===== src/hw/mfpc_pkg.sv =====
// Shared constants for the motor fault protection configuration block.
// Assumes a single 200 MHz system clock and a byte-addressed register port.
package mfpc_pkg;

  // Register byte offsets
  localparam logic [7:0] ADDR_LOCK_CFG = 8'h50;
  localparam logic [7:0] ADDR_PROT_CFG = 8'h54;
  localparam logic [7:0] ADDR_STATUS = 8'h70;
  localparam logic [7:0] ADDR_MASK = 8'h74;
  localparam logic [7:0] ADDR_ACTIVE = 8'h78;
  localparam logic [7:0] ADDR_CLEAR = 8'h7c;

  // Field positions of the protection register
  localparam int OSPD_EN_BIT = 26;
  localparam int HALL_EN_BIT = 25;
  localparam int NOLOAD_EN_BIT = 24;
  localparam int OSPD_SEL_LSB = 21;
  localparam int NOLOAD_SEL_LSB = 13;
  localparam int UV_SEL_LSB = 5;
  localparam int UV_MODE_BIT = 4;
  localparam int OV_SEL_LSB = 1;
  localparam int OV_MODE_BIT = 0;

  // Field positions of the lock response register
  localparam int RETRY_LSB = 2;
  localparam int LMODE_LSB = 0;

  // Writable bits and reset values
  localparam logic [31:0] PROT_WMASK = 32'hffe3ffff;
  localparam logic [31:0] PROT_RESET = 32'h00000000;
  localparam logic [31:0] LOCK_RESET = 32'h00000000;
  localparam logic [4:0] STS_RESET = 5'h00;
  localparam logic [4:0] MASK_RESET = 5'h00;

  // Event and fault bit positions in status, mask, active and clear
  localparam int EV_OSPD = 0;
  localparam int EV_HALL = 1;
  localparam int EV_NOLOAD = 2;
  localparam int EV_UV = 3;
  localparam int EV_OV = 4;
  localparam int NUM_EV = 5;

  // Thresholds in tenths of a percent of full scale
  localparam logic [11:0] OSPD_BASE_PM = 12'h514;
  localparam logic [11:0] OSPD_STEP_PM = 12'h064;
  localparam logic [11:0] OV_BASE_PM = 12'h258;
  localparam logic [11:0] OV_STEP_PM = 12'h032;
  localparam logic [11:0] OV_MAX_PM = 12'h3e8;

  // Timing
  localparam int CLK_PERIOD_NS = 5;
  localparam int MS_NS = 1000000;
  localparam int MS_CYCLES = MS_NS / CLK_PERIOD_NS;

  typedef enum logic [1:0] {
    LOCK_LATCH = 2'h0,
    LOCK_RETRY = 2'h1,
    LOCK_REPORT = 2'h2,
    LOCK_OFF = 2'h3
  } mfpc_lock_mode_type;

endpackage : mfpc_pkg


===== src/hw/mfpc_thresh.sv =====
// Threshold decode and compare for the motor fault protection block.
// Assumes measurements in tenths of a percent of full scale, same clock.
`timescale 1ns/10ps
module mfpc_thresh
  import mfpc_pkg::*;
(
  input wire logic [31:0] prot_cfg,
  input wire logic [11:0] speed_meas,
  input wire logic [11:0] current_meas,
  input wire logic [11:0] supply_meas,
  output logic ospd_hit,
  output logic noload_hit,
  output logic uv_hit,
  output logic ov_hit
);

  function automatic logic [11:0] noload_thr(input logic [4:0] code);
    logic [11:0] t;
    t = 12'h000;
    case (code)
      5'h00: t = 12'd75;
      5'h01: t = 12'd80;
      5'h02: t = 12'd85;
      5'h03: t = 12'd90;
      5'h04: t = 12'd95;
      5'h05: t = 12'd100;
      5'h06: t = 12'd110;
      5'h07: t = 12'd120;
      5'h08: t = 12'd130;
      5'h09: t = 12'd140;
      5'h0a: t = 12'd150;
      5'h0b: t = 12'd160;
      5'h0c: t = 12'd170;
      5'h0d: t = 12'd180;
      5'h0e: t = 12'd200;
      5'h0f: t = 12'd225;
      5'h10: t = 12'd250;
      5'h11: t = 12'd275;
      5'h12: t = 12'd300;
      5'h13: t = 12'd350;
      5'h14: t = 12'd400;
      5'h15: t = 12'd450;
      5'h16: t = 12'd500;
      5'h17: t = 12'd550;
      5'h18: t = 12'd600;
      5'h19: t = 12'd700;
      5'h1a: t = 12'd750;
      5'h1b: t = 12'd800;
      5'h1c: t = 12'd850;
      5'h1d: t = 12'd900;
      5'h1e: t = 12'd950;
      default: t = 12'd1000;
    endcase
    return t;
  endfunction : noload_thr

  function automatic logic [11:0] uv_thr(input logic [2:0] code);
    logic [11:0] t;
    t = 12'h000;
    case (code)
      3'h1: t = 12'd50;
      3'h2: t = 12'd100;
      3'h3: t = 12'd120;
      3'h4: t = 12'd150;
      3'h5: t = 12'd180;
      3'h6: t = 12'd200;
      3'h7: t = 12'd250;
      default: t = 12'h000;
    endcase
    return t;
  endfunction : uv_thr

  logic [2:0] ospd_code;
  logic [2:0] uv_code;
  logic [2:0] ov_code;
  logic [11:0] ospd_lvl;
  logic [11:0] ov_lvl;

  assign ospd_code = prot_cfg[OSPD_SEL_LSB +: 3];
  assign uv_code = prot_cfg[UV_SEL_LSB +: 3];
  assign ov_code = prot_cfg[OV_SEL_LSB +: 3];

  assign ospd_lvl = 12'(OSPD_BASE_PM + 12'(ospd_code) * OSPD_STEP_PM);
  // supply ceiling, top code full scale
  assign ov_lvl = (ov_code == 3'h7) ? OV_MAX_PM :
                  12'(OV_BASE_PM + 12'(ov_code) * OV_STEP_PM);

  assign ospd_hit = speed_meas > ospd_lvl;
  assign noload_hit = current_meas < noload_thr(prot_cfg[NOLOAD_SEL_LSB +: 5]);
  assign uv_hit = (uv_code != 3'h0) && (supply_meas < uv_thr(uv_code));
  assign ov_hit = supply_meas > ov_lvl;

endmodule : mfpc_thresh


===== src/hw/mfpc_top.sv =====
// Motor fault protection configuration registers and fault flags.
// Assumes a one-cycle register port and measurements from the same clock.
`timescale 1ns/10ps

// Function
// - Bit 26 arms overspeed lock detection
// - Bit 25 arms invalid sensor input lock
// - Bit 24 arms open-load lock detection
// - Bits 23-21 pick overspeed level 130-200%
// - Bits 17-13 pick open-load current table
// - Bits 7-5 pick supply floor, 0 none
// - Bit 4 selects latched or auto undervoltage
// - Bits 3-1 pick supply ceiling 60-90%, max
// - Bit 0 selects latched or auto overvoltage
// - Register at 54h, resets to zero
// - Bits 20-18 read zero; other reserved writable
// - Lock mode: latch, retry, report, off
module mfpc_top
  import mfpc_pkg::*;
#(
  parameter int TICK_CYCLES = MS_CYCLES
)
(
  input wire logic clk_sys,
  input wire logic srst,
  input wire logic [7:0] reg_addr,
  input wire logic [31:0] reg_wdata,
  input wire logic reg_wr,
  input wire logic reg_rd,
  output logic [31:0] reg_rdata,
  input wire logic meas_valid,
  input wire logic [11:0] speed_meas,
  input wire logic [11:0] current_meas,
  input wire logic [11:0] supply_meas,
  input wire logic hall_invalid,
  output logic irq,
  output logic fault_out_n
);

  typedef struct packed {
    logic [31:0] lock_cfg;
    logic [31:0] prot_cfg;
    logic [4:0] sts;
    logic [4:0] mask;
    logic [2:0] lock;
    logic uv;
    logic ov;
    logic [17:0] tick;
    logic [13:0] ms;
    logic [31:0] rdata;
    logic irq;
    logic fault_n;
  } mfpc_state_type;

  localparam mfpc_state_type ST_RESET = '{
    lock_cfg: LOCK_RESET,
    prot_cfg: PROT_RESET,
    sts: STS_RESET,
    mask: MASK_RESET,
    lock: 3'h0,
    uv: 1'b0,
    ov: 1'b0,
    tick: 18'h00000,
    ms: 14'h0000,
    rdata: 32'h00000000,
    irq: 1'b0,
    fault_n: 1'b1
  };

  localparam logic [17:0] TICK_LAST = 18'(TICK_CYCLES - 1);

  mfpc_state_type st_r;
  mfpc_state_type st_nxt;

  logic ospd_hit;
  logic noload_hit;
  logic uv_hit;
  logic ov_hit;
  logic [2:0] lock_hit;
  logic [4:0] ev;
  logic [4:0] clr;
  logic ms_pulse;
  mfpc_lock_mode_type lmode;

  function automatic logic acc(input logic strobe, input logic [7:0] a,
                               input logic [7:0] target);
    return strobe && (a == target);
  endfunction : acc

  // Retry interval in milliseconds
  function automatic logic [13:0] retry_ms(input logic [3:0] code);
    logic [13:0] m;
    m = 14'h0000;
    case (code)
      4'h0: m = 14'd100;
      4'h1: m = 14'd500;
      default: m = 14'(({10'h000, code} - 14'h0001) * 14'd1000);
    endcase
    return m;
  endfunction : retry_ms

  mfpc_thresh u_thresh (
    .prot_cfg(st_r.prot_cfg),
    .speed_meas(speed_meas),
    .current_meas(current_meas),
    .supply_meas(supply_meas),
    .ospd_hit(ospd_hit),
    .noload_hit(noload_hit),
    .uv_hit(uv_hit),
    .ov_hit(ov_hit)
  );

  assign lmode = mfpc_lock_mode_type'(st_r.lock_cfg[LMODE_LSB +: 2]);
  assign ms_pulse = st_r.tick == TICK_LAST;

  assign lock_hit[EV_OSPD] = st_r.prot_cfg[OSPD_EN_BIT] && ospd_hit;
  assign lock_hit[EV_HALL] = st_r.prot_cfg[HALL_EN_BIT] && hall_invalid;
  assign lock_hit[EV_NOLOAD] = st_r.prot_cfg[NOLOAD_EN_BIT] && noload_hit;

  assign clr = acc(reg_wr, reg_addr, ADDR_CLEAR) ? reg_wdata[4:0] : 5'h00;

  always_comb
  begin
    st_nxt = st_r;
    ev = 5'h00;
    st_nxt.rdata = 32'h00000000;
    st_nxt.tick = ms_pulse ? 18'h00000 : 18'(st_r.tick + 18'h00001);

    // Register writes
    if (reg_wr)
    begin
      case (reg_addr)
        ADDR_LOCK_CFG: st_nxt.lock_cfg = reg_wdata;
        ADDR_PROT_CFG: st_nxt.prot_cfg = reg_wdata & PROT_WMASK;
        ADDR_MASK: st_nxt.mask = reg_wdata[4:0];
        default: st_nxt.mask = st_nxt.mask;
      endcase
    end

    // Retry timer runs only while a retry-mode lock is held
    // automatic clear after interval
    if (lmode == LOCK_RETRY && (|st_r.lock))
    begin
      if (st_r.ms >= retry_ms(st_r.lock_cfg[RETRY_LSB +: 4]))
      begin
        st_nxt.lock = 3'h0;
        st_nxt.ms = 14'h0000;
      end
      else if (ms_pulse)
      begin
        st_nxt.ms = 14'(st_r.ms + 14'h0001);
      end
    end
    else
    begin
      st_nxt.ms = 14'h0000;
    end

    // Software clear first, so a new detection wins
    st_nxt.lock = st_nxt.lock & ~clr[2:0];
    if (clr[EV_UV])
    begin
      st_nxt.uv = 1'b0;
    end
    if (clr[EV_OV])
    begin
      st_nxt.ov = 1'b0;
    end

    if (meas_valid)
    begin
      for (int i = 0; i < 3; i++)
      begin
        if (lock_hit[i] && lmode != LOCK_OFF)
        begin
          ev[i] = 1'b1;
          if (lmode != LOCK_REPORT)
          begin
            st_nxt.lock[i] = 1'b1;
          end
        end
      end
      if (uv_hit)
      begin
        st_nxt.uv = 1'b1;
        ev[EV_UV] = !st_r.uv;
      end
      else if (st_r.prot_cfg[UV_MODE_BIT])
      begin
        st_nxt.uv = 1'b0;
      end
      if (ov_hit)
      begin
        st_nxt.ov = 1'b1;
        ev[EV_OV] = !st_r.ov;
      end
      else if (st_r.prot_cfg[OV_MODE_BIT])
      begin
        st_nxt.ov = 1'b0;
      end
    end

    // Read of status clears it; events of this cycle survive
    if (acc(reg_rd, reg_addr, ADDR_STATUS))
    begin
      st_nxt.sts = 5'h00;
    end
    st_nxt.sts = st_nxt.sts | ev;

    if (reg_rd)
    begin
      case (reg_addr)
        ADDR_LOCK_CFG: st_nxt.rdata = st_r.lock_cfg;
        ADDR_PROT_CFG: st_nxt.rdata = st_r.prot_cfg;
        ADDR_STATUS: st_nxt.rdata = {27'h0000000, st_r.sts};
        ADDR_MASK: st_nxt.rdata = {27'h0000000, st_r.mask};
        ADDR_ACTIVE: st_nxt.rdata = {27'h0000000, st_r.ov, st_r.uv,
                                     st_r.lock};
        default: st_nxt.rdata = 32'h00000000;
      endcase
    end

    st_nxt.irq = |(st_nxt.sts & st_nxt.mask);
    st_nxt.fault_n = !((|st_nxt.lock) || st_nxt.uv || st_nxt.ov);
  end

  always_ff @(posedge clk_sys)
  begin
    if (srst)
    begin
      st_r <= ST_RESET;
    end
    else
    begin
      st_r <= st_nxt;
    end
  end

  assign reg_rdata = st_r.rdata;
  assign irq = st_r.irq;
  assign fault_out_n = st_r.fault_n;

  a_reset_zero:
    assert property (@(posedge clk_sys)
      srst |=> (st_r.prot_cfg == 32'h00000000) && fault_out_n)
    else $error("protection register not zero after reset");

  a_ospd_disarmed:
    assert property (@(posedge clk_sys) disable iff (srst)
      !st_r.prot_cfg[OSPD_EN_BIT] && !st_r.lock[EV_OSPD]
      |=> !st_r.lock[EV_OSPD])
    else $error("overspeed lock set while disarmed");

  a_hall_disarmed:
    assert property (@(posedge clk_sys) disable iff (srst)
      !st_r.prot_cfg[HALL_EN_BIT] && !st_r.lock[EV_HALL]
      |=> !st_r.lock[EV_HALL])
    else $error("sensor lock set while disarmed");

  a_noload_disarmed:
    assert property (@(posedge clk_sys) disable iff (srst)
      !st_r.prot_cfg[NOLOAD_EN_BIT] && !st_r.lock[EV_NOLOAD]
      |=> !st_r.lock[EV_NOLOAD])
    else $error("open-load lock set while disarmed");

  a_rsvd_read_zero:
    assert property (@(posedge clk_sys) disable iff (srst)
      acc(reg_rd, reg_addr, ADDR_PROT_CFG) |=> reg_rdata[20:18] == 3'h0)
    else $error("reserved read-only bits not zero");

  a_uv_latch_hold:
    assert property (@(posedge clk_sys) disable iff (srst)
      !st_r.prot_cfg[UV_MODE_BIT] && st_r.uv && !clr[EV_UV] |=> st_r.uv)
    else $error("latched undervoltage dropped");

  a_ov_auto_clear:
    assert property (@(posedge clk_sys) disable iff (srst)
      st_r.prot_cfg[OV_MODE_BIT] && meas_valid && !ov_hit |=> !st_r.ov)
    else $error("overvoltage did not auto clear");

  a_fault_pin_low:
    assert property (@(posedge clk_sys) disable iff (srst)
      (|st_r.lock) |-> !fault_out_n)
    else $error("fault output high while lock held");

  a_report_no_lock:
    assert property (@(posedge clk_sys) disable iff (srst)
      lmode == LOCK_REPORT && !(|st_r.lock) |=> !(|st_r.lock))
    else $error("lock held in report-only mode");

  a_status_read_clear:
    assert property (@(posedge clk_sys) disable iff (srst)
      acc(reg_rd, reg_addr, ADDR_STATUS) && ev == 5'h00
      |=> st_r.sts == 5'h00 && !irq)
    else $error("status not cleared by read");

endmodule : mfpc_top


===== config.mk =====
export PLATFORM = sky130hd
export DESIGN_NAME = mfpc_top
export DESIGN_NICKNAME = d
export VERILOG_FILES = /design/src/hw/mfpc_pkg.sv /design/src/hw/mfpc_thresh.sv /design/src/hw/mfpc_top.sv
export SDC_FILE = /design/constraint.sdc
export NUM_CORES = 1
export LEC_CHECK = 0
export BUFFER_PORTS_ARGS = -buffer_cell sky130_fd_sc_hd__buf_4
export CAP_MARGIN = 10
export CELL_PAD_IN_SITES_DETAIL_PLACEMENT = 0
export CELL_PAD_IN_SITES_GLOBAL_PLACEMENT = 2
export CORE_MARGIN = 5
export CORE_UTILIZATION = 37
export CTS_BUF_LIST = sky130_fd_sc_hd__clkbuf_8 sky130_fd_sc_hd__clkbuf_16
export CTS_CLUSTER_SIZE = 16
export DETAILED_ROUTE_END_ITERATION = 6
export MAX_ROUTING_LAYER = met4
export PLACE_DENSITY = 0.92
export SLEW_MARGIN = 20
export SYNTH_ARGS = -nofsm -noshare
export SYNTH_HDL_FRONTEND = slang
export SYNTH_HIERARCHICAL = 1
export SYNTH_SLANG_ARGS = --single-unit

===== constraint.sdc =====
create_clock -name clk_sys -period 17.65 [get_ports clk_sys]
set_input_delay 3.53 -clock clk_sys [delete_from_list [all_inputs] [get_ports clk_sys]]
set_output_delay 3.53 -clock clk_sys [all_outputs]
set_load 0.01 [all_outputs]

==> flow_summary.json, run 1 <==
{
  "fin_util_pct": 43.6,
  "setup_viol_count_final": 0,
  "grt_pass1_wl_mm": 36.0,
  "required_ps": 17980,
  "dp_hpwl_mm": 16.2,
  "hold_viol": 0,
  "yosysWarningCount": 6,
  "syn_nets": 1268,
  "fin_area_mm2": 0.0102,
  "clk_pin_slew_ps": 60,
  "cp_num_buf_inv": 5,
  "drive_above_1_share_pct": 14.6,
  "antenna_cells": 0,
  "fin_crit_ps": 6520,
  "path_cells": "inv_1 -> ha_1 -> nand2_1 -> clkinv_1 -> ha_1 -> ha_1 -> fa_1 -> inv_1 -> fa_1 -> inv_1 -> ha_1 -> inv_1 -> o21ai_0 -> a2111oi_0 -> o21ai_0 -> o31a_1 -> ha_1 -> nand4_1 -> nor2_1 -> a221oi_1 -> nand4_1 -> a21oi_1",
  "cts_max_level": 4,
  "start_util_pct": 37.2,
  "rsz0062_at_grt": "false",
  "drc_errors": 0,
  "cts_resized": 0,
  "die_area_mm2": 0.0267,
  "dpl_cell_area_mm2": 0.00956,
  "p_leak_nw": 3.99,
  "cts_setup_buffers": 0,
  "tns_ps": 0,
  "wire_per_inst_um": 15.0,
  "hold_path.class": "reg -> reg",
  "cap_violations": 0,
  "critPathMaxFanout": 14,
  "cts_made_buffers": 17,
  "dr.pass1.iters": 5,
  "clockPowerShare_pct": 49.6,
  "finish.net_count": 1327,
  "fill_cells": 2345,
  "grt_max_degree": 84,
  "vias_per_cell": 5.04,
  "gr-total-overflow": 0,
  "layout_commonest_cell": "nand2_1",
  "skew_ps": 15.3,
  "crit_slowest_cell": "nand4_1",
  "power_density_mw_per_mm2": 71.6,
  "synthCells": 1080,
  "ir_drop_mv": 0.0591,
  "syn_avg_cell_area_um2": 8.05,
  "ctsRootBufferMaster": "clkbuf_16",
  "syn_area_mm2": 0.00869,
  "drtAntennaViolNets": 0,
  "routed_wl_mm": 22.1,
  "relSlewSlack_pct": 26.8,
  "cpMostUsedCell": "ha_1",
  "sw_frac_of_total_pct": 23.5,
  "finalCritPeriodShare_pct": 36.9,
  "cp_slowest_stage_delay_ps": 560,
  "internal_power_w": 0.000557,
  "cp_top_family": "adder cells",
  "worstSetupPathType": "reg -> reg",
  "die_h_um": 163,
  "io_buffers": 115,
  "layout_common_cells": "nand2_1 (180), dfxtp_1 (142), buf_4 (120)",
  "fp.dieW_um": 163,
  "grt_pass1_vias": 7150,
  "cp.arrival_ps": 6850,
  "cp-start-kind": "register",
  "hp-start": "st_r[133]",
  "antenna_found_initial": 0,
  "endpoint_kind": "register",
  "switching_power_w": 0.000171,
  "seq_power_share_pct": 44.4,
  "drv_slew": 0,
  "rows": 56,
  "drtIter0Drc": 374,
  "timing.rr.start": "st_r[115]",
  "startpoint": "st_r[115]",
  "clock_sinks": 142,
  "clock_latency_ps": 430,
  "grt_usage_pct": 17.0,
  "ctsLongestPathBuffers": 2,
  "max_freq_ghz": 0.153,
  "tightestPinTransition_ps": 1100,
  "io-pin-count": 116,
  "tritoncts": "yes",
  "coreArea_mm2": 0.0233,
  "area_growth_pct": 16.9,
  "cts_hold_buffers": 0,
  "vias": 7420,
  "p_comb_share_pct": 6.1,
  "outcome": "complete, no violations",
  "place.gp.congestion": 0.857
}
## cell type report
type,instances,area (um^2),area share (%)
multi-input combinational,805,5220,51.4
clock buffer,21,480,4.73
sequential,142,2840,28.0
inverter,53,199,1.96
clock inverter,11,119,1.17
timing repair buffer,120,901,8.86
tap,319,399,3.93
## power by group through the flow
| stage | clock (W) | combinational (W) | sequential (W) |
|---|---|---|---|
| CTS | 0.000369 | 0.0000444 | 0.000323 |
| finish | 0.000361 | 0.0000441 | 0.000323 |
| global placement | 0 | 0.0000440 | 0.000330 |
| floorplan | 0 | 0.0000210 | 0.000330 |
| global route | 0.000382 | 0.0000493 | 0.000323 |
| detailed placement | 0 | 0.0000443 | 0.000330 |
## worst reg2reg max path: cells and delay by family (launching register included)
family                     cells  cell delay (ps)
buffers and inverters          5              720
adders and majority gates      7             2660
DFF                            1              440
AOI/OAI and AO/OA              6             1580
and+or+nand+nor                4             1020
## per-stage QoR
step	worst slack, ps	cells	total power [W]	hold WS, ps
after floorplan	12010	1080	0.000351	430
after global placement	11330	1439	0.000374	438
after detailed placement	11090	1439	0.000375	445
after CTS	11070	1471	0.000736	453
after global routing	10410	1471	0.000755	470
final	11130	1471	0.000728	452
## path summary, 6_finish.rpt
| check | to | slack, ps | cells after the start |
|---|---|---|---|
| max reg2reg | st_r[46] | 11130 | 22 |
| max | st_r[46] | 11130 | 22 |
| min | st_r[133] | 450 | 2 |
| min reg2reg | st_r[133] | 450 | 2 |
## registers in the layout (all words and copies together), names as in the netlist
| register | flops |
|---|---|
| fault_out_n | 1 |
| reg_rdata | 32 |
| lmode | 2 |
| st_r | 106 |
| irq | 1 |
## routing by layer
metal	GRT usage [%]	vias to the layer above	part of all wire, %	routed length, um
met5	-	-	0	0
met4	4.19	0	1.3	286
li1	-	3805	-	-
met2	27.1	145	46	10200
met3	4.16	19	5.5	1200
met1	21.8	3451	47	10400
Power figures use the tool's default switching activity.
==> inputs of run 2 (changes only) <==
Settings changed: CORE_UTILIZATION 37 to 34, PLACE_DENSITY 0.92 to 0.86.
Clock period 17.65 ns to 6.8 ns, I/O delays scaled along.
==> run 2 against run 1 <==
Effect of this change:
- global-route usage decreased by 1.0 points
- clock skew down 5.8 ps
- final cell count increased by 1.0%
- final area rose by 0.44%
- fmax grew 8.6%
- worst setup slack worse by 10000 ps
- largest power group unchanged
==> flow_summary.json, run 2 (synthesized netlist as in run 1, its figures left out) <==
{
  "grt_usage_pct": 16.0,
  "relSlewSlack_pct": 32.5,
  "grt_max_degree": 84,
  "wire_per_inst_um": 15.2,
  "cap_violations": 0,
  "dpl_worst_slack_ps": 768,
  "hp-start": "st_r[131]",
  "die_h_um": 170,
  "cp.arrival_ps": 6320,
  "grt_pass1_wl_mm": 36.5,
  "hold_path.class": "reg -> reg",
  "antenna_found_initial": 0,
  "cts_hold_buffers": 0,
  "cts_setup_buffers": 0,
  "layout_common_cells": "nand2_1 (179), dfxtp_1 (142), buf_4 (123)",
  "path_cells": "inv_1 -> ha_1 -> a21boi_0 -> xor2_1 -> ha_1 -> ha_1 -> inv_1 -> fa_1 -> inv_1 -> fa_1 -> ha_1 -> a21oi_1 -> o21ai_0 -> a2111oi_0 -> o21ai_0 -> o31a_1 -> ha_1 -> nand4_1 -> nor2_1 -> a221oi_1 -> a31o_2 -> o31ai_1 -> a41o_1",
  "drc_errors": 0,
  "tns_ps": 0,
  "fp.dieW_um": 170,
  "cpMostUsedCell": "ha_1",
  "cts_max_level": 4,
  "critPathMaxFanout": 7,
  "dr.pass1.iters": 5,
  "ctsRootBufferMaster": "clkbuf_16",
  "layout_commonest_cell": "nand2_1",
  "io-pin-count": 116,
  "hold_viol": 0,
  "dpl_cell_area_mm2": 0.00960,
  "finalCritPeriodShare_pct": 88.3,
  "skew_ps": 9.42,
  "fin_crit_ps": 6000,
  "drive_above_1_share_pct": 14.9,
  "vias_per_cell": 4.90,
  "ctsLongestPathBuffers": 2,
  "timing.rr.start": "st_r[117]",
  "finish.net_count": 1330,
  "endpoint_kind": "register",
  "setup_viol_count_final": 0,
  "top_register": "st_r",
  "start_util_pct": 34.5,
  "dp_hpwl_mm": 16.5,
  "drv_slew": 0,
  "tritoncts": "yes",
  "rsz0062_at_grt": "false",
  "cp-start-kind": "register",
  "clock_latency_ps": 430,
  "io_buffers": 115,
  "startpoint": "st_r[117]",
  "cts_resized": 0,
  "area_growth_pct": 17.4,
  "cp_slowest_stage_delay_ps": 520,
  "rows": 58,
  "gr-total-overflow": 0,
  "largest_reg_flops": 106,
  "die_area_mm2": 0.0289,
  "clk_pin_slew_ps": 60,
  "routed_wl_mm": 22.6,
  "clock_sinks": 142,
  "max_freq_ghz": 0.167,
  "cts_made_buffers": 17,
  "ir_drop_mv": 0.178,
  "layout_setup_ws_ps": 798,
  "fill_cells": 2563,
  "power_density_mw_per_mm2": 187,
  "outcome": "complete, no violations",
  "required_ps": 7120,
  "crit_slowest_cell": "a2111oi_0",
  "tightestPinTransition_ps": 1010,
  "fin_area_mm2": 0.0102,
  "place.gp.congestion": 0.823,
  "grt_pass1_vias": 7046,
  "coreArea_mm2": 0.0252,
  "worstSetupPathType": "reg -> reg",
  "p_leak_nw": 4.01,
  "drtAntennaViolNets": 0,
  "vias": 7287,
  "drtIter0Drc": 403
}
[run 2: cell types whose count changed in the layout (fill, tap and decap cells not counted), sizes merged]
cell / delta
clkbuf: -2
diode: +1
clkinv: +1
buf: +3
bufinv: +1
[run 2: per-stage QoR]
stage          util, %  std cells  hold WS (ps)  power [W]
2_1_floorplan        -       1080           430   0.000911
3_3_place_gp      38.1       1453           438   0.000973
3_5_place_dp      38.1       1453           444   0.000973
4_1_cts           40.5       1485           453    0.00193
5_1_grt           40.5       1485           468    0.00198
6_report          40.5       1486           452    0.00191
[run 2: final cells by class]
type / count / area [um^2] / share of cell area, %
clock inverter: 13 / 150 / 1.47
timing repair buffer: 123 / 923 / 9.05
tap: 330 / 413 / 4.05
sequential: 142 / 2840 / 27.8
multi-input combinational: 805 / 5220 / 51.2
antenna: 1 / 2.50 / 0.0245
clock buffer: 19 / 453 / 4.44
inverter: 53 / 199 / 1.95
[run 2: power breakdown]
part           switching [W]  total, W  internal (W)
combinational      0.0000585  0.000115     0.0000567
sequential        0.00000316  0.000838      0.000835
clock               0.000387  0.000956      0.000568
total               0.000449   0.00191       0.00146
[run 2: layer usage]
layer / global-route usage (%) / share of wire (%)
met1: 21.5 / 48
met2: 24.4 / 46
met3: 3.95 / 5.1
met4: 3.50 / 0.87
met5: - / 0
[run 2: path summary, 6_finish.rpt]
check                 to  slack, ps  depth (start not counted)
max          fault_out_n        800                         23
min            st_r[131]        450                          2
max reg2reg  fault_out_n        800                         23
min reg2reg    st_r[131]        450                          2
[run 2: critical path, delay by kind of cell (launching register included)]
kind,cells,cell delay [ps]
DFF,1,470
buffers and inverters,3,200
xor gates and xnor gates,1,430
adders and majority gates,7,2350
AOI/OAI and AO/OA,10,2290
and+or+nand+nor,2,180
